### src/logic/adc_cal_regs.vh
/*
  Register offsets, field positions, reset values and codes for the
  calibration, system-control and pin register slice.
  Assumes it is included by bare name from the design file.
*/
`ifndef ADC_CAL_REGS_VH
`define ADC_CAL_REGS_VH

`define SYSCTL_IDX        8'h09
`define OFS_LOW_IDX       8'h0a
`define OFS_MID_IDX       8'h0b
`define OFS_HIGH_IDX      8'h0c
`define FS_LOW_IDX        8'h0d
`define FS_MID_IDX        8'h0e
`define FS_HIGH_IDX       8'h0f
`define PIN_DL_IDX        8'h10
`define PIN_FUNC_IDX      8'h11
`define SYSCTL_RST        8'h10
`define OFS_RST           8'h00
`define FS_LOW_RST        8'h00
`define FS_MID_RST        8'h00
`define FS_HIGH_RST       8'h40
`define PIN_DL_RST        8'h00
`define PIN_FUNC_RST      8'h00
`define BIT_STAT          0
`define BIT_CRC           1
`define BIT_TMO           2
`define MON_LSB           5
`define MON_MSB           7
`define MON_MID           3'h1
`define MON_TEMP          3'h2
`define MON_AVDD          3'h3
`define MON_DVDD          3'h4
`define GAIN_UNITY        3'h0
`define TEMP_GAIN_MAX     3'h2
`define CRC_POLY          8'h07

`endif

### src/logic/adc_cal_slice.v
/*
  APB register slice of a sensor converter: system-control low bits and
  monitor select, offset and full-scale trim values, pin direction/level
  and pin function select, with the output framing and CRC engine that
  these bits steer.
  Assumes a 25 MHz clock, an APB master on the same clock, and that the
  converter core presents each result with a one-cycle strobe and takes
  framed bytes one at a time through a valid/ready pair.
  Limitations: a result that arrives while a frame is still being sent
  is dropped, and the serial timeout itself lives elsewhere; this slice
  only presents its enable. The gain limit while measuring temperature
  is the host's duty; the slice only flags a breach of it.
  Pin inputs are asynchronous and are filtered before use.
*/
`include "adc_cal_regs.vh"
`default_nettype none
module adc_cal_slice (
  input  wire        mclk_i,
  input  wire        resetn_i,
  input  wire        psel_i,
  input  wire        penable_i,
  input  wire        pwrite_i,
  input  wire [11:0] paddr_i,
  input  wire [31:0] pwdata_i,
  output reg  [31:0] prdata_o,
  output reg         pready_o,
  output reg         pslverr_o,
  input  wire [2:0]  gain_req_i,
  input  wire        result_vld_i,
  input  wire [23:0] result_i,
  input  wire [7:0]  status_i,
  input  wire        frame_rdy_i,
  output reg         frame_vld_o,
  output reg  [7:0]  frame_byte_o,
  output reg         frame_last_o,
  output reg         timeout_en_o,
  output reg  [2:0]  gain_eff_o,
  output reg         inputs_open_o,
  output reg         temp_gain_err_o,
  output reg  [23:0] offset_trim_value_o,
  output reg  [23:0] fullscale_trim_value_o,
  input  wire [3:0]  pin_in_i,
  output reg  [3:0]  pin_out_o,
  output reg  [3:0]  pin_oen_o,
  output reg  [3:0]  analog_inputs_o
);

  // Framer states, one-hot.
  localparam [3:0] ST_IDLE = 4'b0001;
  localparam [3:0] ST_STAT = 4'b0010;
  localparam [3:0] ST_DATA = 4'b0100;
  localparam [3:0] ST_CRC  = 4'b1000;

  // Stored register bytes; the pin byte keeps the written levels.
  reg [7:0]  sysctl_reg;
  reg [7:0]  ofs_low_reg;
  reg [7:0]  ofs_mid_reg;
  reg [7:0]  ofs_high_reg;
  reg [7:0]  fs_low_reg;
  reg [7:0]  fs_mid_reg;
  reg [7:0]  fs_high_reg;
  reg [7:0]  pin_dl_reg;
  reg [3:0]  pin_function_select_reg;
  // Three-stage pin sampler and the filtered level it settles on.
  reg [3:0]  pin_s1_reg;
  reg [3:0]  pin_s2_reg;
  reg [3:0]  pin_s3_reg;
  reg [3:0]  pin_sampled_reg;
  // Framer state and per-frame copies of the result and options.
  reg [3:0]  state_reg;
  reg [3:0]  state_next;
  reg [23:0] res_reg;
  reg [7:0]  stat_reg;
  reg [1:0]  cnt_reg;
  reg [7:0]  crc_reg;
  reg        send_stat_reg;
  reg        send_crc_reg;
  reg [31:0] rdata_next;
  reg [7:0]  cur_byte;

  // Address decode: word index from the byte address; only aligned
  // words 09h to 11h answer, everything else gets an error response.
  wire [2:0] monitor_select = sysctl_reg[`MON_MSB:`MON_LSB];
  wire [9:0] widx           = paddr_i[11:2];
  wire       acc            = psel_i & penable_i;
  wire       wr             = acc & pwrite_i & pready_o;
  wire       aligned        = (paddr_i[1:0] == 2'b00);
  wire       hit            = aligned & (widx[9:8] == 2'b00) &
                              (widx[7:0] >= `SYSCTL_IDX) &
                              (widx[7:0] <= `PIN_FUNC_IDX);
  wire       take           = frame_vld_o & frame_rdy_i;
  wire       supply_mon     = (monitor_select == `MON_AVDD) |
                              (monitor_select == `MON_DVDD);

  // Byte-serial CRC-8, shared by the status and the data bytes.
  // Polynomial and start value are ours; the host must use the same.
  function [7:0] crc8;
    input [7:0] c;
    input [7:0] d;
    integer i;
    reg [7:0] x;
    begin
      x = c ^ d;
      for (i = 0; i < 8; i = i + 1) begin
        x = x[7] ? ((x << 1) ^ `CRC_POLY) : (x << 1);
      end
      crc8 = x;
    end
  endfunction

  // Register writes, taken only in the access cycle that completes.
  // The pin function byte keeps only its four live bits; the upper
  // bits read back as zero.
  always @(posedge mclk_i or negedge resetn_i) begin
    if (!resetn_i) begin
      sysctl_reg              <= `SYSCTL_RST;
      ofs_low_reg             <= `OFS_RST;
      ofs_mid_reg             <= `OFS_RST;
      ofs_high_reg            <= `OFS_RST;
      fs_low_reg              <= `FS_LOW_RST;
      fs_mid_reg              <= `FS_MID_RST;
      fs_high_reg             <= `FS_HIGH_RST;
      pin_dl_reg              <= `PIN_DL_RST;
      pin_function_select_reg <= 4'h0;
    end else if (wr && hit) begin
      case (widx[7:0])
        `SYSCTL_IDX:   sysctl_reg   <= pwdata_i[7:0];
        `OFS_LOW_IDX:  ofs_low_reg  <= pwdata_i[7:0];
        `OFS_MID_IDX:  ofs_mid_reg  <= pwdata_i[7:0];
        `OFS_HIGH_IDX: ofs_high_reg <= pwdata_i[7:0];
        `FS_LOW_IDX:   fs_low_reg   <= pwdata_i[7:0];
        `FS_MID_IDX:   fs_mid_reg   <= pwdata_i[7:0];
        `FS_HIGH_IDX:  fs_high_reg  <= pwdata_i[7:0];
        `PIN_DL_IDX:   pin_dl_reg   <= pwdata_i[7:0];
        `PIN_FUNC_IDX: pin_function_select_reg <= pwdata_i[3:0];
        default:       sysctl_reg   <= sysctl_reg;
      endcase
    end
  end

  // Read mux; input pins show the sampled level, outputs the written one.
  // Direction 1 with function 1 selects the sampled level of a pin.
  // Unmapped reads return zero so a stray read never leaks state.
  always @* begin
    rdata_next = 32'h0000_0000;
    case (widx[7:0])
      `SYSCTL_IDX:   rdata_next[7:0] = sysctl_reg;
      `OFS_LOW_IDX:  rdata_next[7:0] = ofs_low_reg;
      `OFS_MID_IDX:  rdata_next[7:0] = ofs_mid_reg;
      `OFS_HIGH_IDX: rdata_next[7:0] = ofs_high_reg;
      `FS_LOW_IDX:   rdata_next[7:0] = fs_low_reg;
      `FS_MID_IDX:   rdata_next[7:0] = fs_mid_reg;
      `FS_HIGH_IDX:  rdata_next[7:0] = fs_high_reg;
      `PIN_DL_IDX:   rdata_next[7:0] = {pin_dl_reg[7:4],
                       (pin_dl_reg[7:4] & pin_function_select_reg &
                        pin_sampled_reg) |
                       (~(pin_dl_reg[7:4] & pin_function_select_reg) &
                        pin_dl_reg[3:0])};
      `PIN_FUNC_IDX: rdata_next[3:0] = pin_function_select_reg;
      default:       rdata_next = 32'h0000_0000;
    endcase
    if (!hit) begin
      rdata_next = 32'h0000_0000;
    end
  end

  // APB answer: one wait state, so pready rises in the second access
  // cycle; registered data keeps every bus output straight from a flop.
  // The wait state buys a full cycle for the read mux to settle before
  // the data is captured.
  always @(posedge mclk_i or negedge resetn_i) begin
    if (!resetn_i) begin
      prdata_o  <= 32'h0000_0000;
      pready_o  <= 1'b0;
      pslverr_o <= 1'b0;
    end else if (acc && !pready_o) begin
      prdata_o  <= rdata_next;
      pready_o  <= 1'b1;
      pslverr_o <= ~hit;
    end else begin
      pready_o  <= 1'b0;
      pslverr_o <= 1'b0;
    end
  end

  // Pin inputs cross from outside: three flops, accepted when two agree.
  // A glitch shorter than one cycle never reaches the filtered level.
  always @(posedge mclk_i or negedge resetn_i) begin
    if (!resetn_i) begin
      pin_s1_reg      <= 4'h0;
      pin_s2_reg      <= 4'h0;
      pin_s3_reg      <= 4'h0;
      pin_sampled_reg <= 4'h0;
    end else begin
      pin_s1_reg      <= pin_in_i;
      pin_s2_reg      <= pin_s1_reg;
      pin_s3_reg      <= pin_s2_reg;
      pin_sampled_reg <= (pin_s2_reg & pin_s3_reg) |
                         (pin_sampled_reg & (pin_s2_reg | pin_s3_reg));
    end
  end

  // Control outputs, registered so each is a flop output.
  always @(posedge mclk_i or negedge resetn_i) begin
    if (!resetn_i) begin
      timeout_en_o           <= 1'b0;
      gain_eff_o             <= `GAIN_UNITY;
      inputs_open_o          <= 1'b0;
      temp_gain_err_o        <= 1'b0;
      offset_trim_value_o    <= 24'h00_0000;
      fullscale_trim_value_o <= 24'h40_0000;
      pin_out_o              <= 4'h0;
      pin_oen_o              <= 4'hf;
      analog_inputs_o        <= 4'hf;
    end else begin
      timeout_en_o <= sysctl_reg[`BIT_TMO];
      gain_eff_o   <= supply_mon ? `GAIN_UNITY : gain_req_i;
      // Mid-supply also opens the switches, as it shorts the amplifier.
      inputs_open_o <= (monitor_select >= `MON_MID) &&
                       (monitor_select <= `MON_DVDD);
      // Flags a host that breaks the temperature gain limit; gain is
      // passed through unchanged since the host owns this choice.
      temp_gain_err_o <= (monitor_select == `MON_TEMP) &&
                         (gain_req_i > `TEMP_GAIN_MAX);
      // Bytes are written one at a time, so a trim is briefly mixed.
      offset_trim_value_o    <= {ofs_high_reg, ofs_mid_reg, ofs_low_reg};
      fullscale_trim_value_o <= {fs_high_reg, fs_mid_reg, fs_low_reg};
      pin_out_o <= pin_dl_reg[3:0];
      // Low enable drives; only digital output pins drive.
      // An input or analog pin is released so it never fights the pad.
      pin_oen_o <= ~(pin_function_select_reg &
                     ~pin_dl_reg[7:4]);
      analog_inputs_o <= ~pin_function_select_reg;
    end
  end

  // Byte currently on offer, chosen by state and data byte count.
  // Only three data counts occur, so count 3 falls to the low byte.
  always @* begin
    cur_byte = stat_reg;
    if (state_reg == ST_DATA) begin
      case (cnt_reg)
        2'd0:    cur_byte = res_reg[23:16];
        2'd1:    cur_byte = res_reg[15:8];
        default: cur_byte = res_reg[7:0];
      endcase
    end else if (state_reg == ST_CRC) begin
      cur_byte = crc_reg;
    end
  end

  // Framer sequencing; a result arriving mid-frame is dropped.
  // Options are sampled from the live register at the result strobe.
  always @* begin
    state_next = state_reg;
    case (state_reg)
      ST_IDLE: begin
        if (result_vld_i) begin
          state_next = sysctl_reg[`BIT_STAT] ? ST_STAT : ST_DATA;
        end
      end
      ST_STAT: if (take) state_next = ST_DATA;
      ST_DATA: begin
        if (take && cnt_reg == 2'd2) begin
          state_next = send_crc_reg ? ST_CRC : ST_IDLE;
        end
      end
      ST_CRC:  if (take) state_next = ST_IDLE;
      default: state_next = ST_IDLE;
    endcase
  end

  // Framer datapath; options are latched per frame so a write lands on
  // the next result, never splitting one. The CRC restarts at zero for
  // every frame.
  always @(posedge mclk_i or negedge resetn_i) begin
    if (!resetn_i) begin
      state_reg     <= ST_IDLE;
      res_reg       <= 24'h00_0000;
      stat_reg      <= 8'h00;
      cnt_reg       <= 2'd0;
      crc_reg       <= 8'h00;
      send_stat_reg <= 1'b0;
      send_crc_reg  <= 1'b0;
      frame_vld_o   <= 1'b0;
      frame_byte_o  <= 8'h00;
      frame_last_o  <= 1'b0;
    end else begin
      state_reg <= state_next;
      if (state_reg == ST_IDLE && result_vld_i) begin
        res_reg       <= result_i;
        stat_reg      <= status_i;
        cnt_reg       <= 2'd0;
        crc_reg       <= 8'h00;
        send_stat_reg <= sysctl_reg[`BIT_STAT];
        send_crc_reg  <= sysctl_reg[`BIT_CRC];
      end else if (take) begin
        crc_reg <= crc8(crc_reg, frame_byte_o);
        if (state_reg == ST_DATA) begin
          cnt_reg <= cnt_reg + 2'd1;
        end
      end
      if (state_next == ST_IDLE) begin
        frame_vld_o  <= 1'b0;
        frame_last_o <= 1'b0;
      end else if (!frame_vld_o || take) begin
        frame_vld_o <= 1'b1;
        if (state_next != state_reg || take) begin
          frame_vld_o <= 1'b0;
        end
      end
      // Load a fresh byte once the last one has gone and the state has
      // settled; the gap cycle keeps valid off a stale byte.
      if (!frame_vld_o && state_reg != ST_IDLE &&
          state_next == state_reg) begin
        frame_vld_o  <= 1'b1;
        frame_byte_o <= cur_byte;
        frame_last_o <= (state_reg == ST_CRC) ||
                        (state_reg == ST_DATA && cnt_reg == 2'd2 &&
                         !send_crc_reg);
      end
    end
  end

endmodule
`default_nettype wire

### config.mk
export PLATFORM = sky130hd
export DESIGN_NAME = adc_cal_slice
export DESIGN_NICKNAME = d
export VERILOG_FILES = /design/src/logic/adc_cal_slice.v
export VERILOG_INCLUDE_DIRS = /design/src /design/src/logic
export SDC_FILE = /design/constraint.sdc
export NUM_CORES = 1
export LEC_CHECK = 0
export BUFFER_PORTS_ARGS = -buffer_cell sky130_fd_sc_hd__buf_2
export CAP_MARGIN = 40
export CORE_AREA = 2 2 137 139
export CTS_CLUSTER_SIZE = 12
export DETAILED_ROUTE_END_ITERATION = 7
export DIE_AREA = 0 0 139 141
export PLACE_DENSITY = 0.74
export SYNTH_ARGS = -nofsm -noshare
export SYNTH_HDL_FRONTEND = slang
export SYNTH_SLANG_ARGS = --single-unit
### constraint.sdc
create_clock -name mclk_i -period 2.6 [get_ports mclk_i]
set_input_delay 0.39 -clock mclk_i [delete_from_list [all_inputs] [get_ports mclk_i]]
set_output_delay 0.39 -clock mclk_i [all_outputs]
set_load 0.005 [all_outputs]
== After elaboration in Yosys (flattened, before gate mapping) ==
Cells that the tools add are included.

* Add/subtract/negate cells: 1
* Magnitude comparators: 5
* Equality and inequality tests: 22
* Multiplexer cells: 35
* Bitwise logic cells: 31
* Reduce and logical (&&, ||, !) cells: 33

{| class="wikitable"
|+ Operators with widths
! cell !! number
|-
| 8-bit by 4-bit equality test with 1-bit output (second input constant) || 7
|-
| 8-bit two-way mux || 5
|-
| 4-bit one-hot mux with 9 select lines || 1
|-
| 4-bit one-hot mux with 8 select lines || 1
|-
| 3-bit two-way mux || 10
|-
| 4-bit AND || 6
|-
| 3-bit NOT || 8
|-
| 4-bit two-way mux || 5
|-
| 2-bit AND reduction || 10
|-
| 8-bit by 5-bit equality test with 1-bit output (second input constant) || 2
|-
| 4-bit NOT || 4
|-
| 4-bit one-hot mux with 4 select lines || 1
|-
| 8-bit one-hot mux with 2 select lines || 1
|-
| 4-bit OR || 3
|-
| 1-bit logical AND || 10
|-
| 4-bit by 1-bit equality test with 1-bit output (second input constant) || 2
|-
| 8-bit by 4-bit >= comparator with 1-bit output (second input constant) || 1
|-
| 8-bit by 5-bit <= comparator with 1-bit output (second input constant) || 1
|-
| 1-bit two-way mux || 8
|-
| 8-bit XOR || 1
|-
| 1-bit AND || 7
|-
| 3-bit by 2-bit equality test with 1-bit output (second input constant) || 2
|-
| 2-bit zero test || 3
|-
| 2-bit two-way mux || 3
|-
| 19 further kinds || 25
|}

* Register bits: 241
* Bits of input ports: 90

== Depth between registers and ports, before layout ==
Gate-level depths: netlist of run 1.

* Depth in word-level cells: 19
* Mapped depth: 7

== Worst setup path after synthesis of run 1 ==
No wires, ideal clock.

* Path kind: input to register
* From: input paddr_i[1]
* To: register pin_function_select_reg[0]
* Setup time: 0.125 ns
* Arrival: 2.150 ns
* Path slack: 0.325 ns
* Stages: 6
* Buffers on the path: 2
* Cell sequence: or4_4 or2_1 buf_2 or4_1 buf_2 mux2_4

* Word-level cells in the longest chain between the ends: 6

{| class="wikitable"
|+ RTL lines
! item !! line !! RTL
|-
| start: declaration || adc_cal_slice.v:23 || <nowiki>input wire [11:0] paddr_i,</nowiki>
|-
| 2-bit zero test || adc_cal_slice.v:87 || <nowiki>wire aligned = (paddr_i[1:0] == 2'b00);</nowiki>
|-
| 1-bit AND (3 in a row) || adc_cal_slice.v:88 || <nowiki>wire hit = aligned & (widx[9:8] == 2'b00) &</nowiki>
|-
| 1-bit logical AND || adc_cal_slice.v:125 || <nowiki>end else if (wr && hit) begin</nowiki>
|-
| 2-bit AND reduction (no line) || -- ||
|-
| end signal: assignment || adc_cal_slice.v:135 || <nowiki>`PIN_FUNC_IDX: pin_function_select_reg <= pwdata_i[3:0];</nowiki>
|-
| end: declaration || adc_cal_slice.v:63 || <nowiki>reg [3:0] pin_function_select_reg;</nowiki>
|}

No other way between the ends.
A chain may end at the register's enable or synchronous reset.

== Worst setup path after layout of run 1 ==
* From: input paddr_i[1]
* To: register fs_mid_reg[3]

* Word-level cells in the longest chain between the ends: 6

{| class="wikitable"
|+ RTL lines
! item !! line !! RTL
|-
| 2-bit zero test || adc_cal_slice.v:87 ||
|-
| 1-bit AND (3 in a row) || adc_cal_slice.v:88 ||
|-
| 1-bit logical AND || adc_cal_slice.v:125 ||
|-
| 2-bit AND reduction (no line) || -- ||
|-
| end signal: assignment || adc_cal_slice.v:121 || <nowiki>fs_mid_reg <= `FS_MID_RST;</nowiki>
|-
| end signal: assignment || adc_cal_slice.v:132 || <nowiki>`FS_MID_IDX: fs_mid_reg <= pwdata_i[7:0];</nowiki>
|-
| end: declaration || adc_cal_slice.v:60 || <nowiki>reg [7:0] fs_mid_reg;</nowiki>
|}

No other way between the ends.

==> flow_summary_export.csv, run 1 <==
group,metric,value,unit
synth,ys_warn_count,0,
power_and_ir_drop,seq_power_share,44.4,%
floorplanning,io_pins,200,
placed_design,port_buffers,151,
power_and_ir_drop,switching_share,28.6,%
synth,syn_area,8930,um2
worst_setup_path,worstPathArrival,2.57,ns
cts,post-cts-setup-buffer-count,0,
drt,ant_nets,0,
power_and_ir_drop,leakage,5.44,nW
cells_and_area,layout-drive-gt1-share,34.9,%
flow_run,drv_cap,0,
placed_design,hpwl,13800,um
synth,ys_seq_area_share,61.0,%
floorplanning,coreArea,18300,um2
power_and_ir_drop,power,9.25,mW
synth,synthTopCellsByArea,"dfrtp_1, mux2_2, nand2_1, dfstp_2, buf_4",
worst_setup_path,reg2reg_to,"fs_mid_reg[3]$_DFFE_PN0P_",
global_routing,grt_pass1_wl,32600,um
sta,setup-violations-final,0,
cts,path_clk_slew,0.06,ns
cells_and_area,seqCellArea,5450,um2
global_routing,grt_pass1_vias,6105,
sta,hold_viol_final,0,
sta,worstMarginPinSlew,0.690,ns
cells_and_area,fill_cells,1488,
sta,max_freq,0.459,GHz
synth,synth_seq_cells,217,
sta,fin_worst_skew,0.0107,ns
global_routing,antenna_found_initial,0,
cells_and_area,fin_cells,1149,
cells_and_area,layout_commonest_cell,"dfrtp_1",
worst_setup_path,reg2regPathDepth,5,
cells_and_area,syn_to_final_growth,20.8,%
worst_setup_path,max_stage_delay,0.66,ns
drt,first_iter_violations,307,
worst_setup_path,r2r_start,"pready_o$_DFF_PN0_",
synth,synthArstFlopShare,100,%
drt,via_per_inst,5.21,
sta,rsz0062_at_grt,"no",
floorplanning,row_count,50,
global_routing,gr-total-overflow,0,
power_and_ir_drop,powerDensity,857,nW/um2
floorplanning,die_y,141,um
worst_setup_path,crit_slowest_cell,"nor4bb_1",
drt,vias,5986,
power_and_ir_drop,irDropWorstVdd,0.000744,V
worst_setup_path,cp_cell_sequence,"buf_2, or4_4, nor3_1, nor4bb_1, buf_4, mux2_2",
global_routing,grt_use_total,20.8,%
synth,synth.distinct_cells,50,
cts,cts_tree,"yes",
cts,clk_path_buf_depth,3,
min_path,min-delay-start,"result_i[23]",
worst_setup_path,worstSetupPathType,"input pin to flop",
drt,first_pass_iters,5,
cts,htree_levels,1,
placed_design,gp_congestion,0.819,
sta,drv_slew,0,
cells_and_area,fin_nets,992,
sta,min_period,2.18,ns
worst_setup_path,required,2.99,ns
worst_setup_path,start_kind,"input pin",
cts,cts_root_buf,"clkbuf_16",
power_and_ir_drop,clkPwrFrac,35.0,%
power_and_ir_drop,netSwitchingPower,2.64,mW
sta,post-route-period-util,83.8,%
power_and_ir_drop,combPwrFrac,20.6,%
run_status,outcome,"complete, no violations",
cells_and_area,multi_input_area,3230,um2
floorplanning,die_w,139,um
floorplanning,initial_core_util,48.9,%
min_path,whs_path_depth,3,
worst_setup_path,crit_path_max_fanout,5,
synth,synthCells,724,
sta,slew_headroom,53.4,%
synth,syn_area_per_cell,12.3,um2
cts,ctsResizeCount,0,
drt,routed_wl,20100,um
drt,wl_per_cell,17.5,um
floorplanning,die-area,19600,um2
worst_setup_path,r2r_slack,0.47,ns
min_path,hp-class,"input pin to flop",
placed_design,dp.cells,1102,
synth,ys.flop_type,"dfrtp_1",
cells_and_area,fin_util,59.1,%
synth,synth_top_area_cell,"dfrtp_1",
synth,synth-edff-count,0,
global_routing,grt_max_degree,69,
cts,clkLatencyLatePin,0.51,ns
worst_setup_path,cp-end-kind,"flop",
synth,yosys.area.top_type_share,57.5,%
drt,drc,0,
sta,holdWs,0.0771,ns
cells_and_area,final_cell_mix,"dfrtp_1, buf_2, nand2_1",
cells_and_area,antenna_cells,0,
cts,numCtsBuffers,24,
power_and_ir_drop,p_int,6.60,mW
cts,clock_sinks,217,
min_path,holdPathEnd,"res_reg[23]$_DFFE_PN0P_",
-- power by group through the flow --
stage / Combinational, mW / Sequential [mW] / Clock, mW
floorplan: 1.44 / 4.07 / 0
detailed placement: 1.89 / 4.16 / 0
global route: 2.14 / 4.15 / 3.47
CTS: 1.92 / 4.10 / 3.31
finish: 1.90 / 4.10 / 3.24
global placement: 1.85 / 4.14 / 0
-- per-layer routing --
layer	global-route usage, %	routed length [um]	share of wire [%]	vias to the layer above
li1	-	-	-	2812
met1	30.2	9120	45	2980
met2	32.8	9550	48	168
met3	3.84	1090	5.4	26
met4	5.05	320	1.6	0
met5	0	0	0	-
-- worst max-delay path by stage --
stage                       startpoint                                     end  slack [ns]  cells past startpoint
finish                      paddr_i[1]               fs_mid_reg[3]$_DFFE_PN0P_        0.42                      6
global route        pready_o$_DFF_PN0_               fs_mid_reg[3]$_DFFE_PN0P_        0.40                      5
CTS                         paddr_i[1]               fs_mid_reg[3]$_DFFE_PN0P_        0.48                      6
detailed placement          paddr_i[1]               fs_mid_reg[3]$_DFFE_PN0P_       -0.04                      6
global placement            paddr_i[1]               fs_mid_reg[5]$_DFFE_PN0P_       -0.01                      6
floorplan                   paddr_i[1]  pin_function_select_reg[0]$_DFFE_PN0P_        0.32                      6
-- repair_timing --
action | CTS | global route
setup endpoints to repair | 0 | 0
endpoints found under the hold margin | 67 | 0
hold buffers | 5 | 0
-- metrics by stage --
stage          setup TNS (ns)  worst slack [ns]  area (um2)
5_1_grt                     0             0.396       10800
3_5_place_dp           -0.207           -0.0386        9980
4_1_cts                     0             0.478       10800
3_3_place_gp          -0.0729           -0.0129        9980
2_1_floorplan               0             0.325        9010
6_report                    0             0.422       10800
-- Yosys cell counts (all sizes together), types with 2 or more instances --
cell,number
nor4bb,2
and2,5
a31oi,9
or2,4
or4,4
nor3,6
nand3,2
mux2i,12
a22o,13
clkbuf,24
nand2b,7
o21ai,16
nor4,5
mux4,4
dfrtp,205
inv,8
nor2,32
nand2,128
nand3b,4
a211oi,18
nand4,2
o32ai,2
nor2b,4
a22oi,8
xor2,6
maj3,5
ha,3
buf,31
mux2,81
or3,6
dfstp,12
a21oi,21
o22ai,9
xnor2,17
-- cell families (layout without fill, tap and decap cells) --
kind of cell	after synthesis	in the layout	share of synthesized area, %
compound gates	98	98	7.19
xor+xnor	23	23	2.26
simple gates	216	216	12.0
fa+ha+maj	8	8	0.981
other cells	1	24	0.0420
buf+inv	64	232	3.76
flops	217	217	61.0
mux	97	97	12.7
-- area by class of cell --
class	instances	share of cell area, %
sequential	217	50.5
clock buffer	36	6.46
clock inverter	6	0.545
tap	234	2.71
timing repair buffer	181	9.52
multi-input combinational	466	30.0
inverter	9	0.313
-- critical path: cells and delay by family --
| family | cells | cell delay, ns |
|---|---|---|
| multiplexers | 1 | 0.34 |
| AND/OR/NAND/NOR | 3 | 1.47 |
| buffers and inverters | 2 | 0.37 |
No activity file was read; power rests on OpenSTA's default activity.
==> inputs of run 2 (changes only) <==
--- a/config.mk
+++ b/config.mk
@@ -6,13 +6,14 @@
 export SDC_FILE = /design/constraint.sdc
 export NUM_CORES = 1
 export LEC_CHECK = 0
+export ABC_AREA = 1
 export BUFFER_PORTS_ARGS = -buffer_cell sky130_fd_sc_hd__buf_2
 export CAP_MARGIN = 40
-export CORE_AREA = 2 2 137 139
+export CORE_AREA = 2 2 139 141
 export CTS_CLUSTER_SIZE = 12
 export DETAILED_ROUTE_END_ITERATION = 7
-export DIE_AREA = 0 0 139 141
-export PLACE_DENSITY = 0.74
+export DIE_AREA = 0 0 141 143
+export PLACE_DENSITY = 0.75
 export SYNTH_ARGS = -nofsm -noshare
 export SYNTH_HDL_FRONTEND = slang
 export SYNTH_SLANG_ARGS = --single-unit
==> constraint.sdc (replaced) <==
create_clock -name mclk_i -period 1.9 [get_ports mclk_i]
set_input_delay 0.285 -clock mclk_i [delete_from_list [all_inputs] [get_ports mclk_i]]
set_output_delay 0.285 -clock mclk_i [all_outputs]
set_load 0.005 [all_outputs]
==> flow_summary_export.csv, run 2 <==
group,metric,value,unit
sta,setup-violations-final,0,
drt,drc,0,
global_routing,antenna_found_initial,0,
sta,setup_tns,0,ns
floorplanning,die_y,143,um
floorplanning,initial_core_util,48.7,%
cells_and_area,layout-drive-gt1-share,22.4,%
synth,synthCells,967,
cells_and_area,fin_cells,1426,
cells_and_area,final_cell_mix,"nand2_1, dfrtp_1, buf_2",
drt,wl_per_cell,15.6,um
floorplanning,io_pins,200,
synth,synth-edff-count,0,
worst_setup_path,reg2reg_to,"frame_byte_o[0]$_DFFE_PN0P_",
synth,syn_area,9040,um2
drt,top_layer_used,"met4",
worst_setup_path,start_kind,"flop",
cts,clk_path_buf_depth,3,
drt,ant_nets,0,
power_and_ir_drop,powerDensity,1180,nW/um2
global_routing,grt_use_total,22.2,%
worst_setup_path,r2r_start,"state_reg[2]$_DFF_PN0_",
drt,routed_wl,22200,um
min_path,holdPathEnd,"res_reg[0]$_DFFE_PN0P_",
power_and_ir_drop,leakage,6.00,nW
drt,wl_met3,1590,um
drt,first_pass_iters,5,
sta,rsz0062_at_grt,"yes",
cts,clock_sinks,217,
synth,synthArstFlopShare,100,%
drt,wl_met1,9460,um
global_routing,gr-total-overflow,0,
worst_setup_path,cp_cell_sequence,"inv_1, nand2_1, nor2_1, nor2_1, nand2_1, nand3_2, nand2_1, nand3_2, nor2_2, nand3_1, nand2_1",
worst_setup_path,crit_path_max_fanout,5,
placed_design,dp.cells,1351,
sta,post-route-period-util,96.0,%
synth,ys_warn_count,0,
cts,htree_levels,1,
cells_and_area,fill_cells,1532,
sta,max_freq,0.548,GHz
worst_setup_path,path_common_cell,"nand2_1",
placed_design,hpwl,14900,um
floorplanning,row_count,50,
cts,numCtsBuffers,24,
cells_and_area,layout_commonest_cell,"nand2_1",
floorplanning,coreArea,18600,um2
sta,drv_slew,0,
placed_design,port_buffers,151,
worst_setup_path,crit_slowest_cell,"dfrtp_1",
drt,via_per_inst,4.93,
power_and_ir_drop,irDropWorstVdd,0.000657,V
floorplanning,die_w,141,um
sta,hold_viol_final,0,
sta,fin_worst_skew,0.00991,ns
cells_and_area,fin_nets,1267,
worst_setup_path,worstPathArrival,2.27,ns
synth,synth_seq_cells,217,
synth,synth_top_area_cell,"dfrtp_1",
cts,path_clk_slew,0.06,ns
floorplanning,die-area,20200,um2
worst_setup_path,reg2regPathDepth,11,
global_routing,grt_max_degree,65,
synth,yosys.area.top_type_share,56.7,%
drt,vias,7024,
sta,min_period,1.82,ns
cts,cts_tree,"yes",
global_routing,grt_pass1_wl,35300,um
worst_setup_path,max_stage_delay,0.42,ns
synth,synth.distinct_cells,37,
cells_and_area,syn_to_final_growth,24.5,%
flow_run,drv_cap,0,
cells_and_area,multi_input_area,3060,um2
run_status,outcome,"complete, no violations",
global_routing,grt_pass1_vias,6912,
worst_setup_path,cp-end-kind,"flop",
drt,wl_met2,10700,um
worst_setup_path,worstSetupPathType,"flop to flop",
cts,cts_root_buf,"clkbuf_16",
cts,clkLatencyLatePin,0.51,ns
placed_design,gp_congestion,0.878,
synth,ys_seq_area_share,60.2,%
min_path,min-delay-start,"result_i[0]",
drt,first_iter_violations,400,
cells_and_area,antenna_cells,0,
worst_setup_path,r2r_slack,0.08,ns
synth,syn_area_per_cell,9.35,um2
worst_setup_path,required,2.35,ns
synth,ys.flop_type,"dfrtp_1",
min_path,hp-class,"input pin to flop",
cells_and_area,seqCellArea,5450,um2
synth,synth_common_cells,"nand2_1, dfrtp_1, inv_1, o21ai_0, o21ai_1",
min_path,whs_path_depth,3,
synth,yosysMostFrequentCell,"nand2_1",
synth,synthTopCellsByArea,"dfrtp_1, nand2_1, o21ai_0, inv_1, o21ai_1",
## run 2: changes by cell type after synthesis, sizes merged, moves of 17 or more
cell | previous run | this run
nand2 | 128 | 310
o21ai | 16 | 142
inv | 8 | 96
mux2 | 81 | 4
nor2 | 32 | 65
nand3 | 2 | 31
a21oi | 21 | 2
a211oi | 18 | 1
## run 2: layer usage
layer	track usage (%)	up-vias
li1	-	3435
met1	29.6	3301
met2	37.1	248
met3	4.90	40
met4	5.84	0
met5	0	-
## run 2: stage by stage
step	hold slack, ns	cell area (um2)	util, %	setup slack (ns)	total power, mW
floorplan	-0.0106	9130	-	0.234	7.62
global placement	0.266	10100	54.3	0.0870	8.38
detailed placement	0.264	10100	54.3	0.0439	8.48
CTS	0.0000817	11200	60.2	0.00295	13.2
global route	0.0114	11300	60.6	-0.0571	14.1
finish	0.00667	11300	60.6	0.0768	13.3
## run 2: worst max-delay path, delay by kind of cell, from the launching register on
family / cells / cell delay (ns)
buffers and inverters: 1 / 0.10
flip-flops: 1 / 0.42
AND/OR/NAND/NOR: 10 / 1.25
## run 2: layout make-up
type                       instances  area share [%]
tap                              234            2.60
timing repair buffer             199            11.3
clock buffer                      39            6.47
clock inverter                     5           0.689
multi-input combinational        633            27.2
sequential                       217            48.4
inverter                          98            3.30
timing repair inverter             1          0.0445
## run 2: cells by family (layout without fill, tap and decap cells)
group           count (synthesis)  after routing  share of synthesized area [%]
mux                             4              4                          0.498
buf+inv                       141            342                           7.56
compound gates                158            158                           9.12
simple gates                  419            420                           19.8
other cells                     1             24                         0.0415
flops                         217            217                           60.2
fa+ha+maj                       7              7                          0.858
xor+xnor                       20             20                           1.94
## run 2: how the worst max path moves through the flow
stage / startpoint / to / slack (ns) / depth (start not counted)
3_3_place_gp: frame_vld_o$_DFFE_PN0P_ / frame_byte_o[0]$_DFFE_PN0P_ / 0.09 / 11
4_1_cts: cnt_reg[0]$_DFFE_PN0P_ / frame_byte_o[6]$_DFFE_PN0P_ / 0.003 / 11
5_1_grt: state_reg[1]$_DFF_PN0_ / frame_byte_o[0]$_DFFE_PN0P_ / -0.06 / 10
2_1_floorplan: state_reg[0]$_DFF_PN1_ / frame_byte_o[0]$_DFFE_PN0P_ / 0.23 / 11
3_5_place_dp: cnt_reg[0]$_DFFE_PN0P_ / frame_last_o$_DFFE_PN0P_ / 0.04 / 11
6_report: state_reg[2]$_DFF_PN0_ / frame_byte_o[0]$_DFFE_PN0P_ / 0.08 / 11
## run 2: power by group
| group | internal [mW] | total, mW | switching (mW) |
|---|---|---|---|
| Clock | 2.88 | 4.70 | 1.81 |
| Sequential | 5.17 | 5.46 | 0.289 |
| Combinational | 1.19 | 3.16 | 1.96 |
## run 2: timing repair
item,in CTS,in global routing
resized for setup,0,18
endpoints found under the setup margin,0,29
endpoints found under the hold margin,83,0
buffers inserted,0,0
hold buffers,29,0
==> inputs of run 3 (changes only) <==
--- a/config.mk
+++ b/config.mk
@@ -9,11 +9,12 @@
 export ABC_AREA = 1
 export BUFFER_PORTS_ARGS = -buffer_cell sky130_fd_sc_hd__buf_2
 export CAP_MARGIN = 40
-export CORE_AREA = 2 2 139 141
+export CORE_AREA = 2 2 138 140
+export CTS_BUF_LIST = sky130_fd_sc_hd__clkbuf_2 sky130_fd_sc_hd__clkbuf_4 sky130_fd_sc_hd__clkbuf_8
 export CTS_CLUSTER_SIZE = 12
 export DETAILED_ROUTE_END_ITERATION = 7
-export DIE_AREA = 0 0 141 143
-export PLACE_DENSITY = 0.75
+export DIE_AREA = 0 0 140 142
+export PLACE_DENSITY_LB_ADDON = 0.1
 export SYNTH_ARGS = -nofsm -noshare
 export SYNTH_HDL_FRONTEND = slang
 export SYNTH_SLANG_ARGS = --single-unit
==> constraint.sdc (replaced) <==
create_clock -name mclk_i -period 2.22 [get_ports mclk_i]
set_input_delay 0.333 -clock mclk_i [delete_from_list [all_inputs] [get_ports mclk_i]]
set_output_delay 0.333 -clock mclk_i [all_outputs]
set_load 0.005 [all_outputs]
==> flow_summary_export.csv, run 3 (same netlist as run 2, synthesis figures left out) <==
group,metric,value,unit
worst_setup_path,crit_slowest_cell,"dfrtp_1",
worst_setup_path,required,2.67,ns
cells_and_area,final_cell_mix,"nand2_1, dfrtp_1, buf_2",
worst_setup_path,start_kind,"flop",
worst_setup_path,cp_cell_sequence,"inv_1, ha_1, inv_1, nor2_1, nor3_1, o21ai_0, nor2_1, inv_1, nor2_2, nand3_1, nand2_1",
cts,ctsResizeCount,0,
cts,numCtsBuffers,37,
worst_setup_path,worstPathArrival,2.42,ns
cells_and_area,fin_nets,1267,
cts,cts_tree,"yes",
worst_setup_path,r2r_slack,0.25,ns
sta,setup_tns,0,ns
cts,path_clk_slew,0.06,ns
drt,first_iter_violations,422,
floorplanning,initial_core_util,49.0,%
sta,max_freq,0.508,GHz
cts,cts_root_buf,"clkbuf_8",
placed_design,dpl_cell_area,10100,um2
floorplanning,die_y,142,um
worst_setup_path,timing.critical_path.buf_inv,3,
cells_and_area,layout-drive-gt1-share,23.6,%
cts,clk_path_buf_depth,3,
sta,hold_viol_final,0,
run_status,violations,"DRC",
cts,htree_levels,2,
sta,rsz0062_at_grt,"no",
power_and_ir_drop,leakage,5.97,nW
min_path,hp-class,"input pin to flop",
cells_and_area,fin_cells,1435,
sta,worstMarginPinSlew,0.701,ns
power_and_ir_drop,power,11.0,mW
placed_design,port_buffers,151,
placed_design,dp.cells,1350,
sta,post-route-period-util,88.7,%
placed_design,hpwl,15100,um
worst_setup_path,crit_path_max_fanout,9,
global_routing,antenna_found_initial,0,
floorplanning,coreArea,18500,um2
cells_and_area,layout_commonest_cell,"nand2_1",
worst_setup_path,r2r_start,"cnt_reg[0]$_DFFE_PN0P_",
sta,slew_headroom,53.1,%
worst_setup_path,max_stage_delay,0.34,ns
min_path,whs_path_depth,3,
power_and_ir_drop,irDropWorstVdd,0.000455,V
floorplanning,die-area,19900,um2
worst_setup_path,reg2reg_to,"frame_byte_o[4]$_DFFE_PN0P_",
run_status,outcome,"finished with violations",
drt,vias,6968,
cells_and_area,antenna_cells,0,
sta,drv_slew,0,
global_routing,grt_pass1_wl,35500,um
placed_design,gp_congestion,0.901,
drt,first_pass_iters,8,
cts,clock_sinks,217,
drt,drc,11,
worst_setup_path,crit_family,"simple AND/OR/NAND/NOR gates",
drt,wl_per_cell,15.0,um
worst_setup_path,reg2regPathDepth,11,
sta,setup-violations-final,0,
floorplanning,io_pins,200,
global_routing,grt_max_degree,64,
cells_and_area,syn_to_final_growth,22.1,%
global_routing,grt_pass1_vias,6926,
global_routing,grt_use_total,22.7,%
sta,min_period,1.97,ns
min_path,holdPathEnd,"stat_reg[7]$_DFFE_PN0P_",
power_and_ir_drop,powerDensity,997,nW/um2
drt,via_per_inst,4.86,
min_path,min-delay-start,"status_i[7]",
worst_setup_path,cp-end-kind,"flop",
worst_setup_path,path_common_cell,"inv_1",
cts,clkLatencyLatePin,0.54,ns
global_routing,gr-total-overflow,0,
flow_run,drv_cap,0,
floorplanning,die_w,140,um
drt,routed_wl,21600,um
worst_setup_path,worstSetupPathType,"flop to flop",
cells_and_area,final_area,11000,um2
sta,fin_worst_skew,0.0288,ns
floorplanning,row_count,50,
drt,ant_nets,0,
==> run 3: metrics by stage <==
stage          utilization (%)  hold slack, ns  setup WS (ns)
2_1_floorplan                -          0.0374          0.554
3_3_place_gp              54.5           0.333          0.231
3_5_place_dp              54.5           0.335          0.209
4_1_cts                   59.8        0.000552          0.200
5_1_grt                   59.8          0.0246        0.00205
6_report                  59.8          0.0223          0.251
==> run 3: metal layers <==
metal  part of all wire (%)  global-route usage (%)  vias up
met1                     43                    29.8     3250
met2                     47                    36.9      220
li1                       -                       -     3439
met5                      0                       0        -
met4                    3.7                    9.57        0
met3                    6.0                    4.98       59
==> run 3: area by class of cell <==
class / count / area, um2
clock inverters: 4 / 30.0
repair buffers: 188 / 1140
clock buffers: 62 / 766
flip-flops and latches: 217 / 5450
multi-input cells: 632 / 3000
fillers: 1654 / 7420
well taps: 234 / 293
inverters: 98 / 368
==> run 3: worst max-delay path by stage <==
| stage | start | endpoint | slack, ns | cells past startpoint |
|---|---|---|---|---|
| after global routing | cnt_reg[0]$_DFFE_PN0P_ | frame_byte_o[6]$_DFFE_PN0P_ | 0.002 | 11 |
| final | cnt_reg[0]$_DFFE_PN0P_ | frame_byte_o[4]$_DFFE_PN0P_ | 0.25 | 11 |
| after detailed placement | cnt_reg[0]$_DFFE_PN0P_ | frame_byte_o[4]$_DFFE_PN0P_ | 0.21 | 10 |
| after global placement | state_reg[2]$_DFF_PN0_ | frame_byte_o[5]$_DFFE_PN0P_ | 0.23 | 7 |
| after CTS | cnt_reg[0]$_DFFE_PN0P_ | frame_byte_o[4]$_DFFE_PN0P_ | 0.20 | 10 |
| after floorplan | state_reg[0]$_DFF_PN1_ | frame_byte_o[0]$_DFFE_PN0P_ | 0.55 | 11 |
==> run 3: what timing repair did <==
action / CTS / global route
buffers inserted: 0 / 1
hold endpoints to repair: 70 / 0
hold buffers: 18 / 0
setup endpoints to repair: 0 / 10
==> run 3: where the power goes <==
group | total [mW] | internal, mW | switching, mW
Sequential | 4.66 | 4.42 | 0.240
Clock | 3.73 | 2.18 | 1.55
Combinational | 2.61 | 0.989 | 1.62
Total | 11.0 | 7.59 | 3.41
==> run 3: worst reg2reg max path, stage by stage (launching register included) <==
cell,delay [ns]
dfrtp_1,0.34
inv_1,0.08
ha_1,0.24
inv_1,0.08
nor2_1,0.05
nor3_1,0.19
o21ai_0,0.11
nor2_1,0.19
inv_1,0.08
nor2_2,0.33
nand3_1,0.12
nand2_1,0.10
